**src/core/sqfc_cfg.svh**
```systemverilog
`ifndef SQFC_CFG_SVH
`define SQFC_CFG_SVH

// Register indices; the byte address on the bus is four times the index.
`define SQFC_IDX_TXQC 16'h705a
`define SQFC_IDX_RXQC 16'h705b
`define SQFC_IDX_TXDATA 16'h7070
`define SQFC_IDX_RXDATA 16'h7071
`define SQFC_IDX_ISTAT 16'h7072
`define SQFC_IDX_IMASK 16'h7073

// Transmit queue control fields.
`define SQFC_B_CHRST 15
`define SQFC_B_FENA 14
`define SQFC_B_QRST 13
`define SQFC_B_CNT_LSB 8
`define SQFC_B_IFLAG 7
`define SQFC_B_ICLR 6
`define SQFC_B_IENA 5

// Receive queue control fields beyond the shared layout.
`define SQFC_B_OVF 15
`define SQFC_B_OVCLR 14

// Interrupt status and mask bits.
`define SQFC_I_TX 0
`define SQFC_I_RX 1

// Reset values.
`define SQFC_RST_TXQC 16'ha000
`define SQFC_RST_RXQC 16'h201f

// Queue depth in words.
`define SQFC_DEPTH 3'h4

`endif

```
**src/core/sqfc_pkg.sv**
```systemverilog
`default_nettype none
package sqfc_pkg;
  typedef logic [7:0] sqfc_word_t;
  typedef logic [2:0] sqfc_count_t;
  typedef logic [4:0] sqfc_level_t;
  typedef logic [1:0] sqfc_ptr_t;
endpackage : sqfc_pkg
`default_nettype wire

```
**src/core/sqfc_queue_if.sv**
```systemverilog
`timescale 1ns/1ns
`default_nettype none
interface sqfc_queue_if;
  import sqfc_pkg::*;
  logic flush;
  logic push;
  logic pop;
  sqfc_word_t push_data;
  sqfc_word_t head;
  sqfc_count_t count;
  logic full;
  logic empty;
  logic overflow;
  modport owner (output flush, push, pop, push_data, input head, count, full, empty, overflow);
  modport store (input flush, push, pop, push_data, output head, count, full, empty, overflow);
endinterface : sqfc_queue_if
`default_nettype wire

```
**src/core/sqfc_queue.sv**
```systemverilog
`timescale 1ns/1ns
`default_nettype none
`include "sqfc_cfg.svh"
module sqfc_queue (
  // Clock and reset
  input wire logic clk_i,
  input wire logic rst_i,
  // Queue port
  sqfc_queue_if.store q
);
  import sqfc_pkg::*;

  sqfc_word_t mem [0:3];
  sqfc_ptr_t rd;
  sqfc_ptr_t wr;
  sqfc_count_t cnt;
  logic ovf;

  wire do_pop = q.pop && !q.empty;
  // A push into a full queue overwrites the oldest word, so the first one received is lost.
  wire drop = q.push && q.full && !do_pop;
  wire grow = q.push && !q.full && !do_pop;
  wire shrink = do_pop && !q.push;

  always_ff @(posedge clk_i) begin
    if (q.push) begin
      mem[wr] <= q.push_data;
    end
  end

  always_ff @(posedge clk_i) begin
    if (rst_i || q.flush) begin
      rd <= 2'h0; // RL1
      wr <= 2'h0;
      cnt <= 3'h0;
      ovf <= 1'b0;
    end else begin
      if (q.push) begin
        wr <= wr + 2'h1;
      end
      if (do_pop || drop) begin
        rd <= rd + 2'h1;
      end
      if (grow) begin
        cnt <= cnt + 3'h1;
      end else if (shrink) begin
        cnt <= cnt - 3'h1;
      end
      ovf <= drop; // RL10
    end
  end

  assign q.head = mem[rd];
  assign q.count = cnt;
  assign q.full = (cnt == `SQFC_DEPTH);
  assign q.empty = (cnt == 3'h0);
  assign q.overflow = ovf;
endmodule : sqfc_queue
`default_nettype wire

```
**src/core/sqfc_top.sv**
```systemverilog
// The Wishbone interface to the registers was decided locally.
`timescale 1ns/1ns
`default_nettype none
`include "sqfc_cfg.svh"
// How it works
// RL1: Transmit queue reset bit at zero holds the queue pointers at zero.
// RL2: Transmit word count reads as a five-bit binary value from zero to four.
// RL3: Read-only transmit interrupt flag shows that the level condition has occurred.
// RL4: Writing one to the clear bit clears the flag; the bit reads zero.
// RL5: Transmit level interrupt is forwarded only while its enable bit is one.
// RL6: Transmit condition holds whenever the word count is at or below the level.
// RL7: Software keeps the transmit level at four or below.
// RL8: Software leaves the transmit level at zero by default.
// RL9: Receive control register holds overflow, clear, reset, count, flag, clear, enable, level.
// RL10: Receive overflow flag sets when a word arrives into a full queue.
// RL11: Channel reset bit at zero resets both channels, keeping queue configuration.
// RL12: Level interrupts and queued status work only while the feature enable is one.
// RL13: Transmit flag stays set until software clears it.
module sqfc_top (
  // Clock and reset
  input wire logic clk_i,
  input wire logic rst_i,
  // Wishbone slave
  input wire logic cyc_i,
  input wire logic stb_i,
  input wire logic we_i,
  input wire logic [17:0] adr_i,
  input wire logic [3:0] sel_i,
  input wire logic [31:0] dat_i,
  output logic [31:0] dat_o,
  output logic ack_o,
  // Transmit side toward the shift logic
  output sqfc_pkg::sqfc_word_t tx_data_o,
  output logic tx_valid_o,
  input wire logic tx_ready_i,
  // Receive side from the shift logic
  input wire sqfc_pkg::sqfc_word_t rx_data_i,
  input wire logic rx_valid_i,
  // Channel state and interrupt
  output logic channel_run_o,
  output logic irq_o
);
  import sqfc_pkg::*;

  // Reset images held as sized constants, so that single fields can be picked out of them.
  localparam logic [15:0] TXQC_RST = `SQFC_RST_TXQC;
  localparam logic [15:0] RXQC_RST = `SQFC_RST_RXQC;

  // True when the first operand is at or below the second.
  function automatic logic level_le(input logic [4:0] a, input logic [4:0] b);
    level_le = (a <= b);
  endfunction : level_le

  // Byte-lane merge of a write into a 16-bit register image.
  function automatic logic [15:0] merge16(input logic [15:0] old, input logic [15:0] d, input logic [15:0] m);
    merge16 = (old & ~m) | (d & m);
  endfunction : merge16

  sqfc_queue_if txq ();
  sqfc_queue_if rxq ();

  sqfc_queue u_txq (
    .clk_i(clk_i),
    .rst_i(rst_i),
    .q(txq)
  );

  sqfc_queue u_rxq (
    .clk_i(clk_i),
    .rst_i(rst_i),
    .q(rxq)
  );

  // Shared and transmit control bits.
  logic serial_channel_reset;
  logic queue_feature_enable;
  logic tx_queue_reset;
  logic tx_queue_int_flag;
  logic tx_queue_int_enable;
  sqfc_level_t tx_queue_int_level;

  // Receive control bits.
  logic rx_queue_overflow;
  logic rx_queue_reset;
  logic rx_queue_int_flag;
  logic rx_queue_int_enable;
  sqfc_level_t rx_queue_int_level;

  // Interrupt block.
  logic [1:0] int_status;
  logic [1:0] int_mask;
  logic [1:0] fwd_q;

  // Bus decode.
  wire req = cyc_i && stb_i;
  wire wr_acc = req && ack_o && we_i;
  wire rd_acc = req && ack_o && !we_i;
  wire [15:0] idx = adr_i[17:2];
  wire hit_txqc = (idx == `SQFC_IDX_TXQC);
  wire hit_rxqc = (idx == `SQFC_IDX_RXQC);
  wire hit_txd = (idx == `SQFC_IDX_TXDATA);
  wire hit_rxd = (idx == `SQFC_IDX_RXDATA);
  wire hit_ist = (idx == `SQFC_IDX_ISTAT);
  wire hit_imk = (idx == `SQFC_IDX_IMASK);
  wire [15:0] wmask = {{8{sel_i[1]}}, {8{sel_i[0]}}};
  wire [15:0] wdata = dat_i[15:0];
  wire [15:0] wbits = wdata & wmask;

  // Counts as software sees them; zero while the queue feature is off.
  wire [4:0] tx_queue_count = queue_feature_enable ? {2'h0, txq.count} : 5'h00; // RL2 RL12
  wire [4:0] rx_queue_count = queue_feature_enable ? {2'h0, rxq.count} : 5'h00; // RL12

  // Register images.
  wire [15:0] txqc_img = {serial_channel_reset, queue_feature_enable, tx_queue_reset, tx_queue_count,
                          tx_queue_int_flag, 1'b0, tx_queue_int_enable, tx_queue_int_level}; // RL4
  wire [15:0] rxqc_img = {rx_queue_overflow, 1'b0, rx_queue_reset, rx_queue_count,
                          rx_queue_int_flag, 1'b0, rx_queue_int_enable, rx_queue_int_level}; // RL9
  wire [15:0] txqc_new = merge16(txqc_img, wdata, wmask);
  wire [15:0] rxqc_new = merge16(rxqc_img, wdata, wmask);
  wire [15:0] rxd_img = {8'h00, rxq.empty ? 8'h00 : rxq.head};

  wire [15:0] rdata = hit_txqc ? txqc_img :
                      hit_rxqc ? rxqc_img :
                      hit_rxd ? rxd_img :
                      hit_ist ? {14'h0000, int_status} :
                      hit_imk ? {14'h0000, int_mask} :
                      16'h0000;

  // Write-one strobes.
  wire wr_txqc = wr_acc && hit_txqc;
  wire wr_rxqc = wr_acc && hit_rxqc;
  wire tx_int_clear = wr_txqc && wbits[`SQFC_B_ICLR]; // RL4
  wire rx_int_clear = wr_rxqc && wbits[`SQFC_B_ICLR];
  wire rx_overflow_clear = wr_rxqc && wbits[`SQFC_B_OVCLR];

  // Level conditions, live only while the queue feature is on.
  wire tx_cond = queue_feature_enable && level_le(tx_queue_count, tx_queue_int_level); // RL6 RL12
  // The receive side fires once the count reaches its level; the reset level of 31 never matches.
  wire rx_cond = queue_feature_enable && level_le(rx_queue_int_level, rx_queue_count); // RL12

  // Forwarded interrupt levels and their rising edges.
  wire [1:0] fwd = {rx_queue_int_flag && rx_queue_int_enable,
                    tx_queue_int_flag && tx_queue_int_enable}; // RL5
  wire [1:0] int_event = fwd & ~fwd_q;
  wire [1:0] ist_clear = (wr_acc && hit_ist) ? wbits[1:0] : 2'h0;

  // Queue hookup. A channel reset empties both queues but leaves every control bit alone.
  assign txq.flush = !tx_queue_reset || !serial_channel_reset; // RL1 RL11
  assign rxq.flush = !rx_queue_reset || !serial_channel_reset; // RL11
  // A write to a full transmit queue is dropped; software should check the count first.
  assign txq.push = wr_acc && hit_txd && sel_i[0] && !txq.full && serial_channel_reset;
  assign txq.push_data = dat_i[7:0];
  assign txq.pop = tx_valid_o && tx_ready_i;
  assign rxq.push = rx_valid_i && serial_channel_reset;
  assign rxq.push_data = rx_data_i;
  assign rxq.pop = rd_acc && hit_rxd;

  assign tx_valid_o = serial_channel_reset && !txq.empty;
  assign tx_data_o = txq.head;
  assign channel_run_o = serial_channel_reset;
  assign irq_o = |(int_status & int_mask);

  // Bus answer: one wait state, ack for a single cycle, effects at the ack edge.
  always_ff @(posedge clk_i) begin
    if (rst_i) begin
      ack_o <= 1'b0;
      dat_o <= 32'h00000000;
    end else begin
      ack_o <= req && !ack_o;
      if (req && !ack_o) begin
        dat_o <= {16'h0000, rdata};
      end
    end
  end

  // Transmit control and flag.
  always_ff @(posedge clk_i) begin
    if (rst_i) begin
      serial_channel_reset <= TXQC_RST[`SQFC_B_CHRST];
      queue_feature_enable <= TXQC_RST[`SQFC_B_FENA];
      tx_queue_reset <= TXQC_RST[`SQFC_B_QRST];
      tx_queue_int_enable <= TXQC_RST[`SQFC_B_IENA];
      tx_queue_int_level <= TXQC_RST[4:0];
      tx_queue_int_flag <= 1'b0;
    end else begin
      if (wr_txqc) begin
        serial_channel_reset <= txqc_new[`SQFC_B_CHRST]; // RL11
        queue_feature_enable <= txqc_new[`SQFC_B_FENA];
        tx_queue_reset <= txqc_new[`SQFC_B_QRST];
        tx_queue_int_enable <= txqc_new[`SQFC_B_IENA];
        tx_queue_int_level <= txqc_new[4:0];
      end
      // A set in the same cycle as a clear wins, so no event is lost.
      if (tx_cond) begin
        tx_queue_int_flag <= 1'b1; // RL3 RL13
      end else if (tx_int_clear) begin
        tx_queue_int_flag <= 1'b0; // RL4
      end
    end
  end

  // Receive control, flag and overflow.
  always_ff @(posedge clk_i) begin
    if (rst_i) begin
      rx_queue_reset <= RXQC_RST[`SQFC_B_QRST];
      rx_queue_int_enable <= RXQC_RST[`SQFC_B_IENA];
      rx_queue_int_level <= RXQC_RST[4:0];
      rx_queue_int_flag <= 1'b0;
      rx_queue_overflow <= 1'b0;
    end else begin
      if (wr_rxqc) begin
        rx_queue_reset <= rxqc_new[`SQFC_B_QRST]; // RL9
        rx_queue_int_enable <= rxqc_new[`SQFC_B_IENA];
        rx_queue_int_level <= rxqc_new[4:0];
      end
      if (rx_cond) begin
        rx_queue_int_flag <= 1'b1;
      end else if (rx_int_clear) begin
        rx_queue_int_flag <= 1'b0;
      end
      if (rxq.overflow) begin
        rx_queue_overflow <= 1'b1; // RL10
      end else if (rx_overflow_clear) begin
        rx_queue_overflow <= 1'b0;
      end
    end
  end

  // Interrupt status is sticky and cleared by writing ones; a new event beats the clear.
  always_ff @(posedge clk_i) begin
    if (rst_i) begin
      int_status <= 2'h0;
      int_mask <= 2'h0;
      fwd_q <= 2'h0;
    end else begin
      fwd_q <= fwd;
      int_status <= (int_status & ~ist_clear) | int_event; // RL5
      if (wr_acc && hit_imk && sel_i[0]) begin
        int_mask <= dat_i[1:0];
      end
    end
  end
endmodule : sqfc_top
`default_nettype wire

```
**config.mk**
```make
export PLATFORM = sky130hd
export DESIGN_NAME = sqfc_top
export DESIGN_NICKNAME = d
export VERILOG_FILES = /design/src/core/sqfc_pkg.sv /design/src/core/sqfc_queue_if.sv /design/src/core/sqfc_queue.sv /design/src/core/sqfc_top.sv
export VERILOG_INCLUDE_DIRS = /design/src /design/src/core
export SDC_FILE = /design/constraint.sdc
export NUM_CORES = 1
export LEC_CHECK = 0
export ABC_CLOCK_PERIOD_IN_PS = 6200
export BUFFER_PORTS_ARGS = -buffer_cell sky130_fd_sc_hd__clkbuf_2
export CAP_MARGIN = 20
export CELL_PAD_IN_SITES_DETAIL_PLACEMENT = 0
export CELL_PAD_IN_SITES_GLOBAL_PLACEMENT = 1
export CORE_ASPECT_RATIO = 1.5
export CORE_UTILIZATION = 47
export CTS_CLUSTER_SIZE = 40
export DETAILED_ROUTE_END_ITERATION = 12
export HOLD_SLACK_MARGIN = 0.03
export PLACE_DENSITY_LB_ADDON = 0.15
export SYNTH_ARGS = -nofsm -noshare
export SYNTH_HDL_FRONTEND = slang
export SYNTH_SLANG_ARGS = --single-unit
```
**constraint.sdc**
```tcl
create_clock -name clk_i -period 6.2 [get_ports clk_i]
set_input_delay 1.24 -clock clk_i [delete_from_list [all_inputs] [get_ports clk_i]]
set_output_delay 1.24 -clock clk_i [all_outputs]
set_load 0.03 [all_outputs]
```
==> flow_summary.rst <==
.. list-table::
   :header-rows: 1

   * - Metric
     - Value
   * - Run status
     - complete, no violations
   * - Area growth from synthesis to final layout
     - 17.0%
   * - Number of max-cap violations
     - 0
   * - Most common flop cell mapped by yosys
     - sky130_fd_sc_hd__edfxtp_1
   * - Destination of the worst hold path
     - int_status[1]
   * - TritonCTS buffer count
     - 17
   * - Post-layout instance area
     - 6530 sq um
   * - Count of buffers from port buffering
     - 69
   * - Wire per inst
     - 17.9 microns
   * - Iteration-0 DRC Markers
     - ~190
   * - Wire length of the first global-routing pass
     - 19,700 microns
   * - Sequential share of the synthesized area
     - 55.6%
   * - Critical-path cell with the highest stage delay
     - sky130_fd_sc_hd__nor4b_4
   * - Average cell area after synthesis
     - 12.4 sq um
   * - Number of buffer and inverter stages on the critical path
     - 2
   * - Number of buffers added for setup after CTS
     - 0
   * - Shortest period the worst path allows
     - 3.29 ns
   * - Pins over their slew limit
     - 0
   * - Cell count after placement
     - 649
   * - Summed instance area of the synthesized netlist
     - between 5000 and 6000 sq um
   * - Fin util
     - 56.6%
   * - Worst slew pin tran
     - 0.947 ns
   * - Starting density of the core
     - 48.4%
   * - Die ar.
     - between 10,000 and 15,000 sq um
   * - Die outline width
     - ~91 microns
   * - Reg-to-Reg Start
     - u_rxq.q.count[0]
   * - Max-slew headroom at the worst pin
     - 36.9%
   * - Worst clock skew on the final layout
     - 0.00859 ns
   * - I/O pin total
     - 113
   * - Register-to-Register Setup Slack
     - 3.58 ns
   * - Non-filler instance count after layout
     - 681
   * - Post-synthesis register bit count
     - 123
   * - Placement Cell Area
     - roughly 6000 sq um
   * - Sequential cell area
     - 3100 sq um
   * - Layout cell share with drive strength beyond 1
     - 23.9%
   * - DRC errors left
     - 0
   * - Number of fill cells
     - slightly above 1k
   * - Largest stage delay on the critical path
     - 0.50 ns
   * - Ys async rst share
     - 0%
   * - Category of the worst setup path capture point
     - flop
   * - Most frequent cells in the layout
     - sky130_fd_sc_hd__clkbuf_2 (69), sky130_fd_sc_hd__edfxtp_1 (64), sky130_fd_sc_hd__dfxtp_1 (59)
   * - Class of the tightest hold or removal check
     - reg2reg
   * - CP Launch Type
     - primary input
   * - Number of flops mapped to enable cells by yosys
     - 64
   * - Count of warnings emitted by yosys
     - 0
   * - Post-layout net count
     - 603
   * - Longest Clk Path Bufs
     - 2
   * - Highest attainable clock frequency
     - ~0.3 GHz
   * - Critical path arrival
     - 3.57 ns
   * - Hold Violations, Final
     - 0
   * - Area taken by multi-input logic gates
     - about 2300 sq um
   * - Detailed Place HPWL
     - 9040 microns
   * - Routed WL
     - 12,200 microns
   * - Post-cts gate resize count
     - 0
   * - Via count
     - 3,725
   * - Clock insertion delay at the later pin of the skew report
     - 0.42 ns
   * - Synthesized instance count
     - 449
   * - Master cell of the clock root buffer
     - sky130_fd_sc_hd__clkbuf_16
   * - Hold Buf Count CTS
     - 0
   * - Number of placement rows
     - 48
   * - LEAKAGE
     - ~2.4 nW
   * - Pin count of the biggest net entering global routing
     - 47
   * - Via count of the first global-routing pass
     - 3,876
   * - Area inside the core boundary
     - 11,500 sq um
   * - Worst IR drop on VDD
     - about 0.21 mV
   * - Total negative setup slack
     - 0 ns
   * - Overflow after GRT
     - 0
   * - Top fanout value on the critical path
     - 10
   * - Pwr/cell area
     - about 300 nW/um^2
   * - Antenna-violating nets left
     - 0
   * - Min Hold Slack
     - between 0.4 and 0.5 ns
   * - Final count of negative-setup-slack endpoints
     - 0
   * - Number of iterations in the first detailed-routing pass
     - 4
   * - Critical Setup Path Class
     - in2reg
   * - Die H
     - 135 microns
   * - Avg Vias per Cell
     - 5.47
   * - Required time worst endpoint
     - 6.49 ns
   * - Family with the most delay on the worst path
     - simple AND/OR/NAND/NOR gates
   * - Cells along the critical path
     - clkbuf_2 -> nor4b_4 -> nand4_4 -> nor4_4 -> inv_1 -> fa_1 -> nor2_1 -> o31a_1 -> o21ai_0 -> nor3b_2
   * - CTS tree
     - done
   * - Post-route fraction of the period consumed by the critical path
     - 53.0%
   * - GP Congestion
     - 0.789
   * - Clock Sink Count
     - around 120
   * - Leading cell type in the layout, fill and taps excluded
     - sky130_fd_sc_hd__clkbuf_2
   * - Reg clk slew, reported paths
     - approximately 0.06 ns
   * - Initial antenna violation count
     - 0
   * - Number of library cell types mapped by synthesis
     - 56
   * - Cells on worst reg2reg path
     - 9
   * - Reg-to-reg endpoint
     - u_rxq.q.count[2]
   * - Total global routing track utilization
     - 21.2%
   * - RSZ-0062 raised after global routing
     - false
   * - Diode insertion count for antenna repair
     - 0
   * - WHS Path Cells
     - 1
   * - Hold path startpoint
     - fwd_q[1]
   * - H-Tree Level Count
     - 4
per-layer routing:
metal | vias to the layer above | global-route usage, % | wire length [microns]
met2 | 69 | 41.3 | 6940
met1 | 1843 | 22.6 | 4790
met3 | 16 | 4.88 | 330
met4 | 0 | 6.35 | 154
met5 | - | 0 | 0
li1 | 1797 | - | -
worst reg2reg max path, cell delays in order (launching register included):
cell,delay (ns)
sky130_fd_sc_hd__dfxtp_1,0.39
sky130_fd_sc_hd__o31ai_1,0.61
sky130_fd_sc_hd__nor3_1,0.17
sky130_fd_sc_hd__a21oi_1,0.34
sky130_fd_sc_hd__nand2_1,0.12
sky130_fd_sc_hd__fa_1,0.41
sky130_fd_sc_hd__nor2_1,0.15
sky130_fd_sc_hd__nand3_1,0.08
sky130_fd_sc_hd__o21ai_0,0.11
sky130_fd_sc_hd__a211oi_1,0.11
power by group:
| part | total [W] | internal [W] | switching (W) | leakage, nW |
|---|---|---|---|---|
| sequential | 0.000886 | 0.000873 | 0.0000132 | 1.06 |
| clock | 0.000942 | 0.000559 | 0.000383 | 0.274 |
| combinational | 0.000104 | 0.0000361 | 0.0000681 | 1.07 |
| total | 0.00193 | 0.00147 | 0.000464 | 2.41 |
kinds of logic after synthesis:
family	share of synthesized area [%]
fa+ha+maj	3.86
simple gates	16.7
flops	55.6
mux	8.61
xor+xnor	0.785
compound gates	9.69
other cells	0.0672
buf+inv	4.71
stage by stage:
stage / setup WS [ns] / power [W]
floorplan: 2.86 / 0.000975
global placement: 2.54 / 0.00100
detailed placement: 2.49 / 0.00101
CTS: 2.91 / 0.00195
global route: 2.72 / 0.00199
finish: 2.91 / 0.00193
Yosys cell counts, drive strengths merged (2+ instances only):
library cell,n,share of area [%]
clkbuf,12,0.81
or3,3,0.34
nand4,3,0.87
buf,24,3.0
mux4,16,6.5
nand3b,9,1.2
dfxtp,59,21
ha,14,3.1
o31ai,5,0.67
nor3,7,0.63
a22o,4,0.63
fa,2,0.72
a211oi,3,0.40
a221oi,9,1.4
edfxtp,64,34
a21oi,16,1.4
o31a,2,0.31
nor2b,9,1.0
a211o,9,1.4
nor2,33,2.2
nand3,15,1.3
and3,7,0.78
inv,13,0.87
xor2,2,0.31
nand2,23,1.5
mux2i,12,2.2
and4,3,0.47
o21a,2,0.27
nor4b,5,1.9
o21ai,22,2.0
nor4,4,0.83
and2,11,1.2
nand2b,3,0.34
nor3b,7,1.1
and4b,2,0.36
xnor2,3,0.47
how the worst max path moves through the flow:
stage	endpoint	cells past startpoint	startpoint	slack [ns]
final	u_txq.q.count[2]	10	adr_i[4]	2.91
after global routing	u_txq.q.count[2]	10	adr_i[13]	2.72
after CTS	u_txq.q.count[2]	10	adr_i[4]	2.91
after detailed placement	u_txq.q.count[2]	10	adr_i[4]	2.49
after global placement	u_txq.q.count[2]	10	adr_i[13]	2.54
after floorplan	u_txq.q.count[2]	10	adr_i[17]	2.86
cell type report:
cell class | instances | area share (%)
Timing Repair Buffer | 69 | 5.29
Clock buffer | 18 | 6.57
Inverter | 13 | 0.748
Sequential cell | 123 | 47.5
Multi-Input combinational cell | 294 | 34.9
Clock inverter | 14 | 2.09
Tap cell | 150 | 2.88
Note: power is estimated with default switching activity, not from simulation.
